### config.mk
export PLATFORM = sky130hd
export DESIGN_NAME = tpfcl_core
export DESIGN_NICKNAME = d
export VERILOG_FILES = /design/src/pkg/tpfcl_pkg.sv /design/src/tpfcl_ramp.sv /design/src/tpfcl_core.sv
export VERILOG_INCLUDE_DIRS = /design/src /design/src/pkg
export SDC_FILE = /design/constraint.sdc
export NUM_CORES = 1
export LEC_CHECK = 0
export BUFFER_PORTS_ARGS = -buffer_cell sky130_fd_sc_hd__buf_2
export CORE_ASPECT_RATIO = 0.6
export CORE_MARGIN = 1
export CORE_UTILIZATION = 25
export CTS_BUF_LIST = sky130_fd_sc_hd__clkbuf_4 sky130_fd_sc_hd__clkbuf_8
export DETAILED_ROUTE_END_ITERATION = 10
export HOLD_SLACK_MARGIN = 0.03
export PLACE_DENSITY = 0.41
export RECOVER_POWER = 25
export SYNTH_ARGS = -nofsm -noshare
export SYNTH_HDL_FRONTEND = slang
export SYNTH_SLANG_ARGS = --single-unit
### constraint.sdc
create_clock -name mclk_i -period 7.19 [get_ports mclk_i]
set_clock_uncertainty 0.15 [all_clocks]
set_input_delay 0.3595 -clock mclk_i [delete_from_list [all_inputs] [get_ports mclk_i]]
set_output_delay 0.3595 -clock mclk_i [all_outputs]
set_load 0.005 [all_outputs]
### src/pkg/tpfcl_consts.svh
// Timing counts and speed code levels for the two-phase fan commutation block
`ifndef TPFCL_CONSTS_SVH
`define TPFCL_CONSTS_SVH

// Clock rate in kHz (40 MHz)
`define TPFCL_CLK_KHZ 40000
// PWM frequency: 24 kHz typical, in Hz
`define TPFCL_PWM_FREQ_HZ 24000
`define TPFCL_PWM_CYCLES ((`TPFCL_CLK_KHZ * 1000) / `TPFCL_PWM_FREQ_HZ)
// Stall timing in milliseconds
`define TPFCL_STALL_DETECT_MS 714
`define TPFCL_RETRY_ON_MS 330
`define TPFCL_RETRY_OFF_MS 4000
`define TPFCL_MS_CYCLES(ms) ((ms) * `TPFCL_CLK_KHZ)
// Speed code: 8-bit code across 0 V..2 V, 128 per volt
`define TPFCL_SPD_FULL_CODE 8'h80
`define TPFCL_SPD_ZERO_CODE 8'hFF
`define TPFCL_SPD_OPEN_CODE 8'hC0

`endif

### src/pkg/tpfcl_pkg.sv
// Types for the two-phase fan commutation block
package tpfcl_pkg;
  typedef enum logic [1:0] {
    TPFCL_RUN,
    TPFCL_STALL_ON,
    TPFCL_STALL_OFF
  } tpfcl_state_type;

  typedef enum logic [1:0] {
    TPFCL_VAR_COMBINED,
    TPFCL_VAR_STALL_ONLY,
    TPFCL_VAR_TACH_ONLY
  } tpfcl_variant_type;

  typedef enum logic [1:0] {
    TPFCL_SRC_VOLTAGE,
    TPFCL_SRC_OPEN,
    TPFCL_SRC_EXTERNAL
  } tpfcl_source_type;
endpackage : tpfcl_pkg

### src/tpfcl_ramp.sv
`timescale 1ns/1ps
// Ramp timer shared by the PWM carrier and the stall timer
module tpfcl_ramp #(
  parameter int WIDTH = 28
) (
  // Clock and reset
  input wire logic mclk_i,
  input wire logic rst_n_i,
  // Control
  input wire logic restart_i,
  input wire logic [WIDTH-1:0] limit_i,
  // Status
  output logic [WIDTH-1:0] count_o,
  output logic wrap_o
);
  logic [WIDTH-1:0] next_count;
  logic next_wrap;

  always_comb begin
    next_wrap = 1'b0;
    if (restart_i) begin
      next_count = '0;
    end else if (count_o >= limit_i - 1'b1) begin
      next_count = '0;
      next_wrap = 1'b1;
    end else begin
      next_count = count_o + 1'b1;
    end
  end

  always_ff @(posedge mclk_i or negedge rst_n_i) begin
    if (!rst_n_i) begin
      count_o <= '0;
      wrap_o <= 1'b0;
    end else begin
      count_o <= next_count;
      wrap_o <= next_wrap;
    end
  end
endmodule : tpfcl_ramp

### src/tpfcl_core.sv
`timescale 1ns/1ps
`include "tpfcl_consts.svh"
// Two-phase fan commutation, speed PWM and stall retry core
// How it works
// RULE1 - Hall positive above negative selects phase B as the driven output.
// RULE2 - Otherwise phase A drives; never both; PWM gates only the active phase.
// RULE3 - Speed code maps linearly: top of range 0% duty, bottom 100% duty.
// RULE4 - Speed input left open gives the mid code and half duty.
// RULE5 - Speed at or above the zero-drive level forces drive fully off.
// RULE6 - An external PWM input may set phase duty instead.
// RULE7 - Combined variant: output toggles with Hall, twice rotation frequency.
// RULE8 - Combined variant: stall timeout forces output high until rotation resumes.
// RULE9 - Stall-only variant: low normally, high once stall timeout is reached.
// RULE10 - Tach-only variant: output is the inverted Hall comparison.
// RULE11 - While stalled, cycle short drive interval then long idle wait.
// RULE12 - Default retry drive about 0.33 s and wait about 4.0 s.
// RULE13 - Detect delay is full ramp; drive and wait are threshold-to-threshold ramps.
// RULE14 - Every Hall transition restarts the stall timer from zero.
// RULE15 - PWM carrier defaults to about 24 kHz.
// RULE16 - PWM period is one charge ramp plus one discharge ramp.
// RULE17 - Retry drive-to-wait ratio at least one to seven.
module tpfcl_core #(
  parameter int PWM_CYCLES = `TPFCL_PWM_CYCLES,
  parameter int DETECT_CYCLES = `TPFCL_MS_CYCLES(`TPFCL_STALL_DETECT_MS),
  parameter int RETRY_ON_CYCLES = `TPFCL_MS_CYCLES(`TPFCL_RETRY_ON_MS),
  parameter int RETRY_OFF_CYCLES = `TPFCL_MS_CYCLES(`TPFCL_RETRY_OFF_MS),
  parameter tpfcl_pkg::tpfcl_variant_type VARIANT = tpfcl_pkg::TPFCL_VAR_COMBINED
) (
  // Clock and reset
  input wire logic mclk_i,
  input wire logic rst_n_i,
  // Hall comparator inputs
  input wire logic hall_pos_in_i,
  input wire logic hall_neg_in_i,
  // Speed command
  input wire tpfcl_pkg::tpfcl_source_type speed_source_i,
  input wire logic [7:0] speed_voltage_in_i,
  input wire logic ext_pwm_in_i,
  // Phase drives
  output logic phase_a_drive_o,
  output logic phase_b_drive_o,
  // Status outputs
  output logic stall_tacho_out_o,
  output logic tacho_pulse_out_o,
  output logic stall_o
);
  localparam int TW = 28;
  localparam logic [7:0] SPAN = `TPFCL_SPD_ZERO_CODE - `TPFCL_SPD_FULL_CODE;

  // Duty in PWM cycles from the speed code, clamped at both ends
  function automatic logic [TW-1:0] duty_of(input logic [7:0] code);
    logic [TW+7:0] prod;
    prod = '0;
    if (code >= `TPFCL_SPD_ZERO_CODE) begin
      duty_of = '0; // RULE5
    end else if (code <= `TPFCL_SPD_FULL_CODE) begin
      duty_of = TW'(PWM_CYCLES); // RULE3
    end else begin
      prod = (TW+8)'(`TPFCL_SPD_ZERO_CODE - code) * (TW+8)'(PWM_CYCLES); // RULE3
      duty_of = TW'(prod / (TW+8)'(SPAN));
    end
  endfunction : duty_of

  tpfcl_pkg::tpfcl_state_type state;
  tpfcl_pkg::tpfcl_state_type next_state;
  logic hall_high;
  logic hall_prev;
  logic hall_edge;
  logic pwm_on;
  logic [7:0] eff_code;
  logic [TW-1:0] pwm_count;
  logic [TW-1:0] stall_count;
  logic [TW-1:0] stall_limit;
  logic stall_restart;
  logic drive_allowed;
  logic next_a;
  logic next_b;
  logic next_st;
  logic next_tp;
  logic next_stall;

  assign hall_high = hall_pos_in_i & ~hall_neg_in_i;
  assign hall_edge = hall_high ^ hall_prev; // RULE14

  always_ff @(posedge mclk_i or negedge rst_n_i) begin
    if (!rst_n_i) begin
      hall_prev <= 1'b0;
    end else begin
      hall_prev <= hall_high;
    end
  end

  // PWM carrier: one period covers charge plus discharge ramp
  tpfcl_ramp #(.WIDTH(TW)) u_pwm_ramp (
    .mclk_i(mclk_i),
    .rst_n_i(rst_n_i),
    .restart_i(1'b0),
    .limit_i(TW'(PWM_CYCLES)), // RULE15 RULE16
    .count_o(pwm_count),
    .wrap_o()
  );

  always_comb begin
    eff_code = speed_voltage_in_i;
    if (speed_source_i == tpfcl_pkg::TPFCL_SRC_OPEN) begin
      eff_code = `TPFCL_SPD_OPEN_CODE; // RULE4
    end
  end

  always_comb begin
    if (speed_source_i == tpfcl_pkg::TPFCL_SRC_EXTERNAL) begin
      pwm_on = ext_pwm_in_i; // RULE6
    end else begin
      pwm_on = pwm_count < duty_of(eff_code); // RULE3
    end
  end

  // Stall timer: ramp length depends on the phase of the retry cycle
  always_comb begin
    case (state)
      tpfcl_pkg::TPFCL_RUN: stall_limit = TW'(DETECT_CYCLES); // RULE13
      tpfcl_pkg::TPFCL_STALL_ON: stall_limit = TW'(RETRY_ON_CYCLES); // RULE12
      default: stall_limit = TW'(RETRY_OFF_CYCLES); // RULE12 RULE17
    endcase
  end

  assign stall_restart = hall_edge || (state != next_state);

  tpfcl_ramp #(.WIDTH(TW)) u_stall_ramp (
    .mclk_i(mclk_i),
    .rst_n_i(rst_n_i),
    .restart_i(stall_restart),
    .limit_i(stall_limit),
    .count_o(stall_count),
    .wrap_o()
  );

  // Count is compared directly, so the state changes on the same edge as the timer wraps
  always_comb begin
    next_state = state;
    case (state)
      tpfcl_pkg::TPFCL_RUN: begin
        if (!hall_edge && stall_count >= stall_limit - 1'b1) begin
          next_state = tpfcl_pkg::TPFCL_STALL_ON; // RULE13 RULE14
        end
      end
      tpfcl_pkg::TPFCL_STALL_ON: begin
        if (hall_edge) begin
          next_state = tpfcl_pkg::TPFCL_RUN;
        end else if (stall_count >= stall_limit - 1'b1) begin
          next_state = tpfcl_pkg::TPFCL_STALL_OFF; // RULE11
        end
      end
      default: begin
        if (hall_edge) begin
          next_state = tpfcl_pkg::TPFCL_RUN;
        end else if (stall_count >= stall_limit - 1'b1) begin
          next_state = tpfcl_pkg::TPFCL_STALL_ON; // RULE11
        end
      end
    endcase
  end

  assign drive_allowed = (state != tpfcl_pkg::TPFCL_STALL_OFF);

  always_comb begin
    next_b = hall_high & pwm_on & drive_allowed; // RULE1 RULE2
    next_a = ~hall_high & pwm_on & drive_allowed; // RULE2
    next_stall = (next_state != tpfcl_pkg::TPFCL_RUN);
    next_tp = ~hall_high; // RULE10
    case (VARIANT)
      tpfcl_pkg::TPFCL_VAR_COMBINED: next_st = next_stall | hall_high; // RULE7 RULE8
      tpfcl_pkg::TPFCL_VAR_STALL_ONLY: next_st = next_stall; // RULE9
      default: next_st = ~hall_high; // RULE10
    endcase
  end

  always_ff @(posedge mclk_i or negedge rst_n_i) begin
    if (!rst_n_i) begin
      state <= tpfcl_pkg::TPFCL_RUN;
      phase_a_drive_o <= 1'b0;
      phase_b_drive_o <= 1'b0;
      stall_tacho_out_o <= 1'b0;
      tacho_pulse_out_o <= 1'b0;
      stall_o <= 1'b0;
    end else begin
      state <= next_state;
      phase_a_drive_o <= next_a;
      phase_b_drive_o <= next_b;
      stall_tacho_out_o <= next_st;
      tacho_pulse_out_o <= next_tp;
      stall_o <= next_stall;
    end
  end
endmodule : tpfcl_core

== Yosys cells after proc, flatten, opt, wreduce, memory -nomap -nowiden ==
Index checks and enable logic that the tools add are counted.

* Output and inout port bits: 5
* Logic and storage cells: 54
* Bits of input ports: 15
* Flip-flop bits (word level): 64

* Add/sub/neg operators: 4
* Multiply operators: 1
* Multiplexer cells: 15
* Bitwise logic cells: 9
* Divide/modulo/power cells: 1
* Equal/unequal tests: 5
* Magnitude comparators: 5
* Reductions and logical operators: 5

{| class="wikitable"
|+ Operator list
! operator !! count
|-
| $mux W28 || 6
|-
| $add A28 B1 Y28 const B || 2
|-
| $pmux W28 S2 || 1
|-
| $div A36 B7 Y36 const B || 1
|-
| $mul A36 B10 Y35 const B || 1
|-
| $ge A28 B11 Y1 const B || 1
|-
| $ge A28 B28 Y1 || 1
|-
| $lt A28 B28 Y1 || 1
|-
| $sub A28 B1 Y28 const B || 1
|-
| $mux W2 || 5
|-
| $sub A8 B8 Y9 const A || 1
|-
| $ge A8 B8 Y1 const B || 1
|-
| $le A8 B8 Y1 const B || 1
|-
| $mux W8 || 1
|-
| $and A1 B1 Y1 || 5
|-
| $eq A2 B1 Y1 const B || 2
|-
| $pmux W2 S2 || 1
|-
| $eq A2 B2 Y1 const B || 1
|-
| $logic_not A2 Y1 || 1
|-
| $ne A2 B2 Y1 || 1
|-
| $ne A2 B2 Y1 const B || 1
|-
| $not A1 Y1 || 2
|-
| $reduce_bool A2 Y1 || 1
|-
| $logic_and A1 B1 Y1 || 1
|-
| other kinds (5) || 5
|}

== Depth between registers and ports, before layout ==
* Depth after elaboration: 12
* Depth in mapped cells: 64
* Gate-level depth less buffers: 56

== Hierarchy ==
Synthesis repeated with hierarchy kept, for this count alone.

* Cell total of the unflattened synthesis: 1,404
* Area, all modules: 11,302.1 um^2

{| class="wikitable"
|+ Modules (own cells, without submodules)
! module !! area each (um^2) !! sequential area each (um^2) !! cells each !! instances
|-
| tpfcl_core || 6,223.5 || 200.2 || 835 || 1
|-
| tpfcl_ramp at u_pwm_ramp || 2,542.4 || 725.7 || 286 || 1
|-
| tpfcl_ramp at u_stall_ramp || 2,536.2 || 725.7 || 283 || 1
|}

== Worst setup path after synthesis ==
OpenSTA, ideal clock, no wires.

* Path kind: input to register
* Start point: input port speed_source_i[1]
* End point: register phase_a_drive_o
* Data required time: 6,974 ps
* Slack: -6,962 ps
* Buffers on the path: 5
* Cell stages on the path: 61
* Arrival: 13,936 ps
* Library setup time: 66 ps
* Cell sequence: nand2b_1 > clkbuf_1 > nand2_1 > inv_1 > ha_1 > inv_1 > fa_1 > inv_1 > ha_1 > ha_1 > ha_1 > ha_1 > buf_2 > nand2_1 > or4b_1 > and3_4 > or3_1 > buf_2 > (+25 left out) > and2_4 > nor2_1 > ha_1 > nor4b_1 > and4_1 > a2111o_1 > o31ai_4 > and3_1 > o31ai_1 > ha_1 > a21o_1 > a21o_1 > a21oi_1 > nand2_1 > nor4_1 > nand2_1 > a31oi_1 > a221o_1

* Longest elaborated chain between the ends: 12
* Elaborated cells on any way between the ends: 15
* Classes of those cells: 1 x add/sub; 1 x mul; 1 x div; 3 x order compare; 2 x eq/ne; 5 x mux; 2 x bitwise

{| class="wikitable"
|+ Ends and longest elaborated chain
! element !! RTL line !! RTL
|-
| from (decl) || tpfcl_core.sv:36 || <nowiki>input wire tpfcl_pkg::tpfcl_source_type speed_source_i,</nowiki>
|-
| $eq A2 B1 Y1 || tpfcl_core.sv:105 || <nowiki>if (speed_source_i == tpfcl_pkg::TPFCL_SRC_OPEN) begin</nowiki>
|-
| $mux W8 || tpfcl_core.sv:105 ||
|-
| $sub A8 B8 Y9 (no line) || -- ||
|-
| $mul A36 B10 Y35 || tpfcl_core.sv:59 || <nowiki>prod = (TW+8)'(`TPFCL_SPD_ZERO_CODE - code) * (TW+8)'(PWM_CYCLES);</nowiki>
|-
| $div A36 B7 Y36 || tpfcl_core.sv:60 || <nowiki>duty_of = TW'(prod / (TW+8)'(SPAN));</nowiki>
|-
| $mux W28 || tpfcl_core.sv:56 || <nowiki>end else if (code <= `TPFCL_SPD_FULL_CODE) begin</nowiki>
|-
| $mux W28 || tpfcl_core.sv:54 || <nowiki>if (code >= `TPFCL_SPD_ZERO_CODE) begin</nowiki>
|-
| $mux W28 || tpfcl_core.sv:111 || <nowiki>if (speed_source_i == tpfcl_pkg::TPFCL_SRC_EXTERNAL) begin</nowiki>
|-
| $lt A28 B28 Y1 || tpfcl_core.sv:114 || <nowiki>pwm_on = pwm_count < duty_of(eff_code);</nowiki>
|-
| $mux W1 (*) || tpfcl_core.sv:111 ||
|-
| $and A1 B1 Y1 (*) (2 in a row) || tpfcl_core.sv:168 || <nowiki>next_a = ~hall_high & pwm_on & drive_allowed;</nowiki>
|-
| via next_a || tpfcl_core.sv:76 || <nowiki>logic next_a;</nowiki>
|-
| to (signal assigned) || tpfcl_core.sv:188 || <nowiki>phase_a_drive_o <= next_a;</nowiki>
|-
| to (decl) || tpfcl_core.sv:40 || <nowiki>output logic phase_a_drive_o,</nowiki>
|}

Mark *: on every way through the listed nets, which the timed path passes. The rest lies on a longest branch. The select of a mux whose other input is x is not followed.

== Worst setup path after layout ==
Ends and elaborated chain as after synthesis.

==> metrics <==
status=finished, violations left; failing checks=max-capacitance violations, max-slew violations, negative setup slack; initial antenna violation count=0; CTS tree=built; final core utilization=0.424; first-pass GRT wire length=48.2 mm; HPWL Detailed=24.9 mm; vias per cell=4.93; Hold EP=tacho_pulse_out_o$_DFF_PN0_; sequential-to-total area share from yosys stat=0.199; Min-Delay Startpoint=hall_pos_in_i; Netlist cell types=113; # diodes=0; ys flop type=dfrtp_1; max cap viols=1; layout cells sized above 1=0.466; M3 GR Usage=0.0301; Slew Viols, Final=65; R2R Setup Slk=3.19 ns; Root Driver=clkbuf_8; biggest regs=u_pwm_ramp.count_o x28, u_stall_ramp.count_o x28, state x2; Wirelength per Cell=16.8 um; # clock sinks=between 60 and 70; crit share post-route=1.83; Critical Path Start Type=input pin; Worst R2R Start=u_stall_ramp.count_o[0]$_DFF_PN0_; final WL=around 31 mm; worst setup margin=-5.93 ns; Nets=1514; I/O pins=20; Die X=234 um; critical path endpoint category=flip-flop; P&R area growth vs syn=65.2%; minimum clock period=about 13 ns; CP most frequent cell=ha_4; Mean Syn Cell Area=8.33 um^2; HP Class=in -> reg; H-tree level count=3; hold depth=2; DRC violations left=0; grt peak-use layer=met1; top cells by area, synth=dfrtp_1 (20%), ha_1 (13%), xnor2_1 (4.9%); Post-synth ARST share=1.00; routing usage on met1=0.317; FP Rows=50; crit path kind=in -> reg; DRT antenna net count=0; Filler cells=3121; Initial Util=0.256; Vias=~9000; CP max FO=7; synthesis-stage register bit count=64; Clock transition at path regs=0.08 ns; final hold slack=between 0.1 and 0.15 ns; TritonCTS Buffers=9; Post-Syn Instances=967; gr ovfl total=0; R2R cell count=20; worst-margin pin slew=3.56 ns; drt initial violations=606; GRT Total Usage=0.187; vias in the first global route=around 8600; Die Area=0.0330 mm^2; number of synthesized flops with an enable pin=0; largest net degree at the start of global routing=65; GP Congestion=between 0.8 and 0.9; Synth area leader=dfrtp_1; crit path DAT=around 13 ns; TritonRoute pass-1 iters=5; share of Yosys cell area claimed by the top area cell type=0.199; RR Endpoint=u_stall_ramp.count_o[13]$_DFF_PN0_; clock tree buffer depth=2; CP max-delay cell=or4_4; Skew-Pair Late Insertion Delay=0.38 ns; synthesized area=about 0.0081 mm^2; CP peak stage delay=between 0.6 and 0.7 ns; Die Y-Extent=141 um; Setup-failing EPs final=2; Fin. Hold Viols=0; Slew Limit Headroom=-1.38; unrepaired setup endpoints after global routing=true; Worst EP required=7.36 ns; Synth warnings=0; Port Buffers=19; fmax=76.2 MHz; area of the core=about 0.031 mm^2; GR Layer Usage met2=0.237
-- cell type report --
type / instances / area [um^2] / share of cell area
sequential: 64 / 1600 / 0.120
inverter: 35 / 141 / 0.0106
clock buffer: 10 / 138 / 0.0103
clock inverter: 6 / 67.6 / 0.00508
tap: 416 / 520 / 0.0391
timing repair buffer: 436 / 3340 / 0.251
multi-input combinational: 863 / 7500 / 0.564
-- cell usage after synthesis (14+ instances only) --
master	number
inv_1	35
nor3_1	29
nand3_1	40
ha_1	84
a21oi_1	39
a31oi_1	21
nand4_1	26
xnor2_1	45
dfrtp_1	64
nor2_1	96
or3_1	14
a21o_1	20
nand2_1	81
and3_1	16
o21ai_0	37
xor2_1	32
-- critical path: cells and delay by family --
kind            cells  cell delay, ns
xor+xnor            1            0.21
mux                 1            0.23
simple gates       19            5.07
fa+ha+maj           7            1.80
compound gates     21            4.46
buf+inv            10            1.12
-- layer usage --
metal	share of wire	vias to the layer above
met4	0.0098	0
met1	0.58	4295
met5	0	-
met3	0.043	20
li1	-	4534
met2	0.37	179
-- through the flow --
step | setup WS, ns | setup TNS (ns) | instance area, um^2 | std cells
after global placement | -6.98 | -13.96 | 11700 | 1763
after floorplan | -6.17 | -12.34 | 8490 | 983
final | -5.93 | -11.87 | 13300 | 1830
after global routing | -6.43 | -12.83 | 13300 | 1830
after detailed placement | -6.87 | -13.74 | 11700 | 1763
after CTS | -5.79 | -11.57 | 12900 | 1816
-- worst max-delay path by stage --
| stage | startpoint | endpoint | slack [ns] | cells past startpoint |
|---|---|---|---|---|
| final | speed_source_i[1] | phase_a_drive_o$_DFF_PN0_ | -5.93 | 59 |
| after global routing | speed_source_i[1] | phase_a_drive_o$_DFF_PN0_ | -6.43 | 64 |
| after CTS | speed_source_i[0] | phase_b_drive_o$_DFF_PN0_ | -5.79 | 56 |
| after detailed placement | speed_source_i[1] | phase_b_drive_o$_DFF_PN0_ | -6.87 | 60 |
| after global placement | speed_source_i[1] | phase_a_drive_o$_DFF_PN0_ | -6.98 | 60 |
| after floorplan | speed_source_i[1] | phase_a_drive_o$_DFF_PN0_ | -6.17 | 63 |
-- cells by family after synthesis --
group | after synthesis | synth area share
AND/OR/NAND/NOR | 412 | 0.280
AO/OA/AOI/OAI | 255 | 0.242
adder cells (fa/ha/maj) | 90 | 0.145
XOR/XNOR | 79 | 0.0892
flip-flops | 64 | 0.199
buffers and inverters | 56 | 0.0289
multiplexers | 10 | 0.0152
other | 1 | 0.000466
-- timing repair --
item / in CTS / in global routing
setup endpoints to repair: 2 / 2
pin swaps: 70 / 33
gates resized for setup: 122 / 54
hold buffers: 0 / 0
buffers inserted: 37 / 14
-- cells in the final DEF (no fill, tap or decap), types with 6 or more instances in the layout --
cell type	count
xnor2_2	9
nor2b_1	10
buf_2	18
ha_1	59
a21o_1	20
conb_1	17
and3_1	11
clkbuf_8	10
o21ai_0	35
a211o_1	6
xor2_1	31
or3_1	7
nand3_1	37
buf_4	391
or3_4	7
nand2_1	69
ha_4	23
nand2_2	6
nor3_2	10
a31oi_1	14
a21oi_1	34
nand4_1	26
buf_6	24
nor3_4	6
o211ai_1	10
xnor2_1	36
dfrtp_1	64
and2_1	8
or2_2	6
inv_1	26
nand3b_1	7
nor3_1	20
nor2_1	89
and4_1	6
nand2b_1	11
inv_2	6
Power is not shown: default switching activity piles up to over one toggle a cycle in this logic, so the estimate is an artifact.
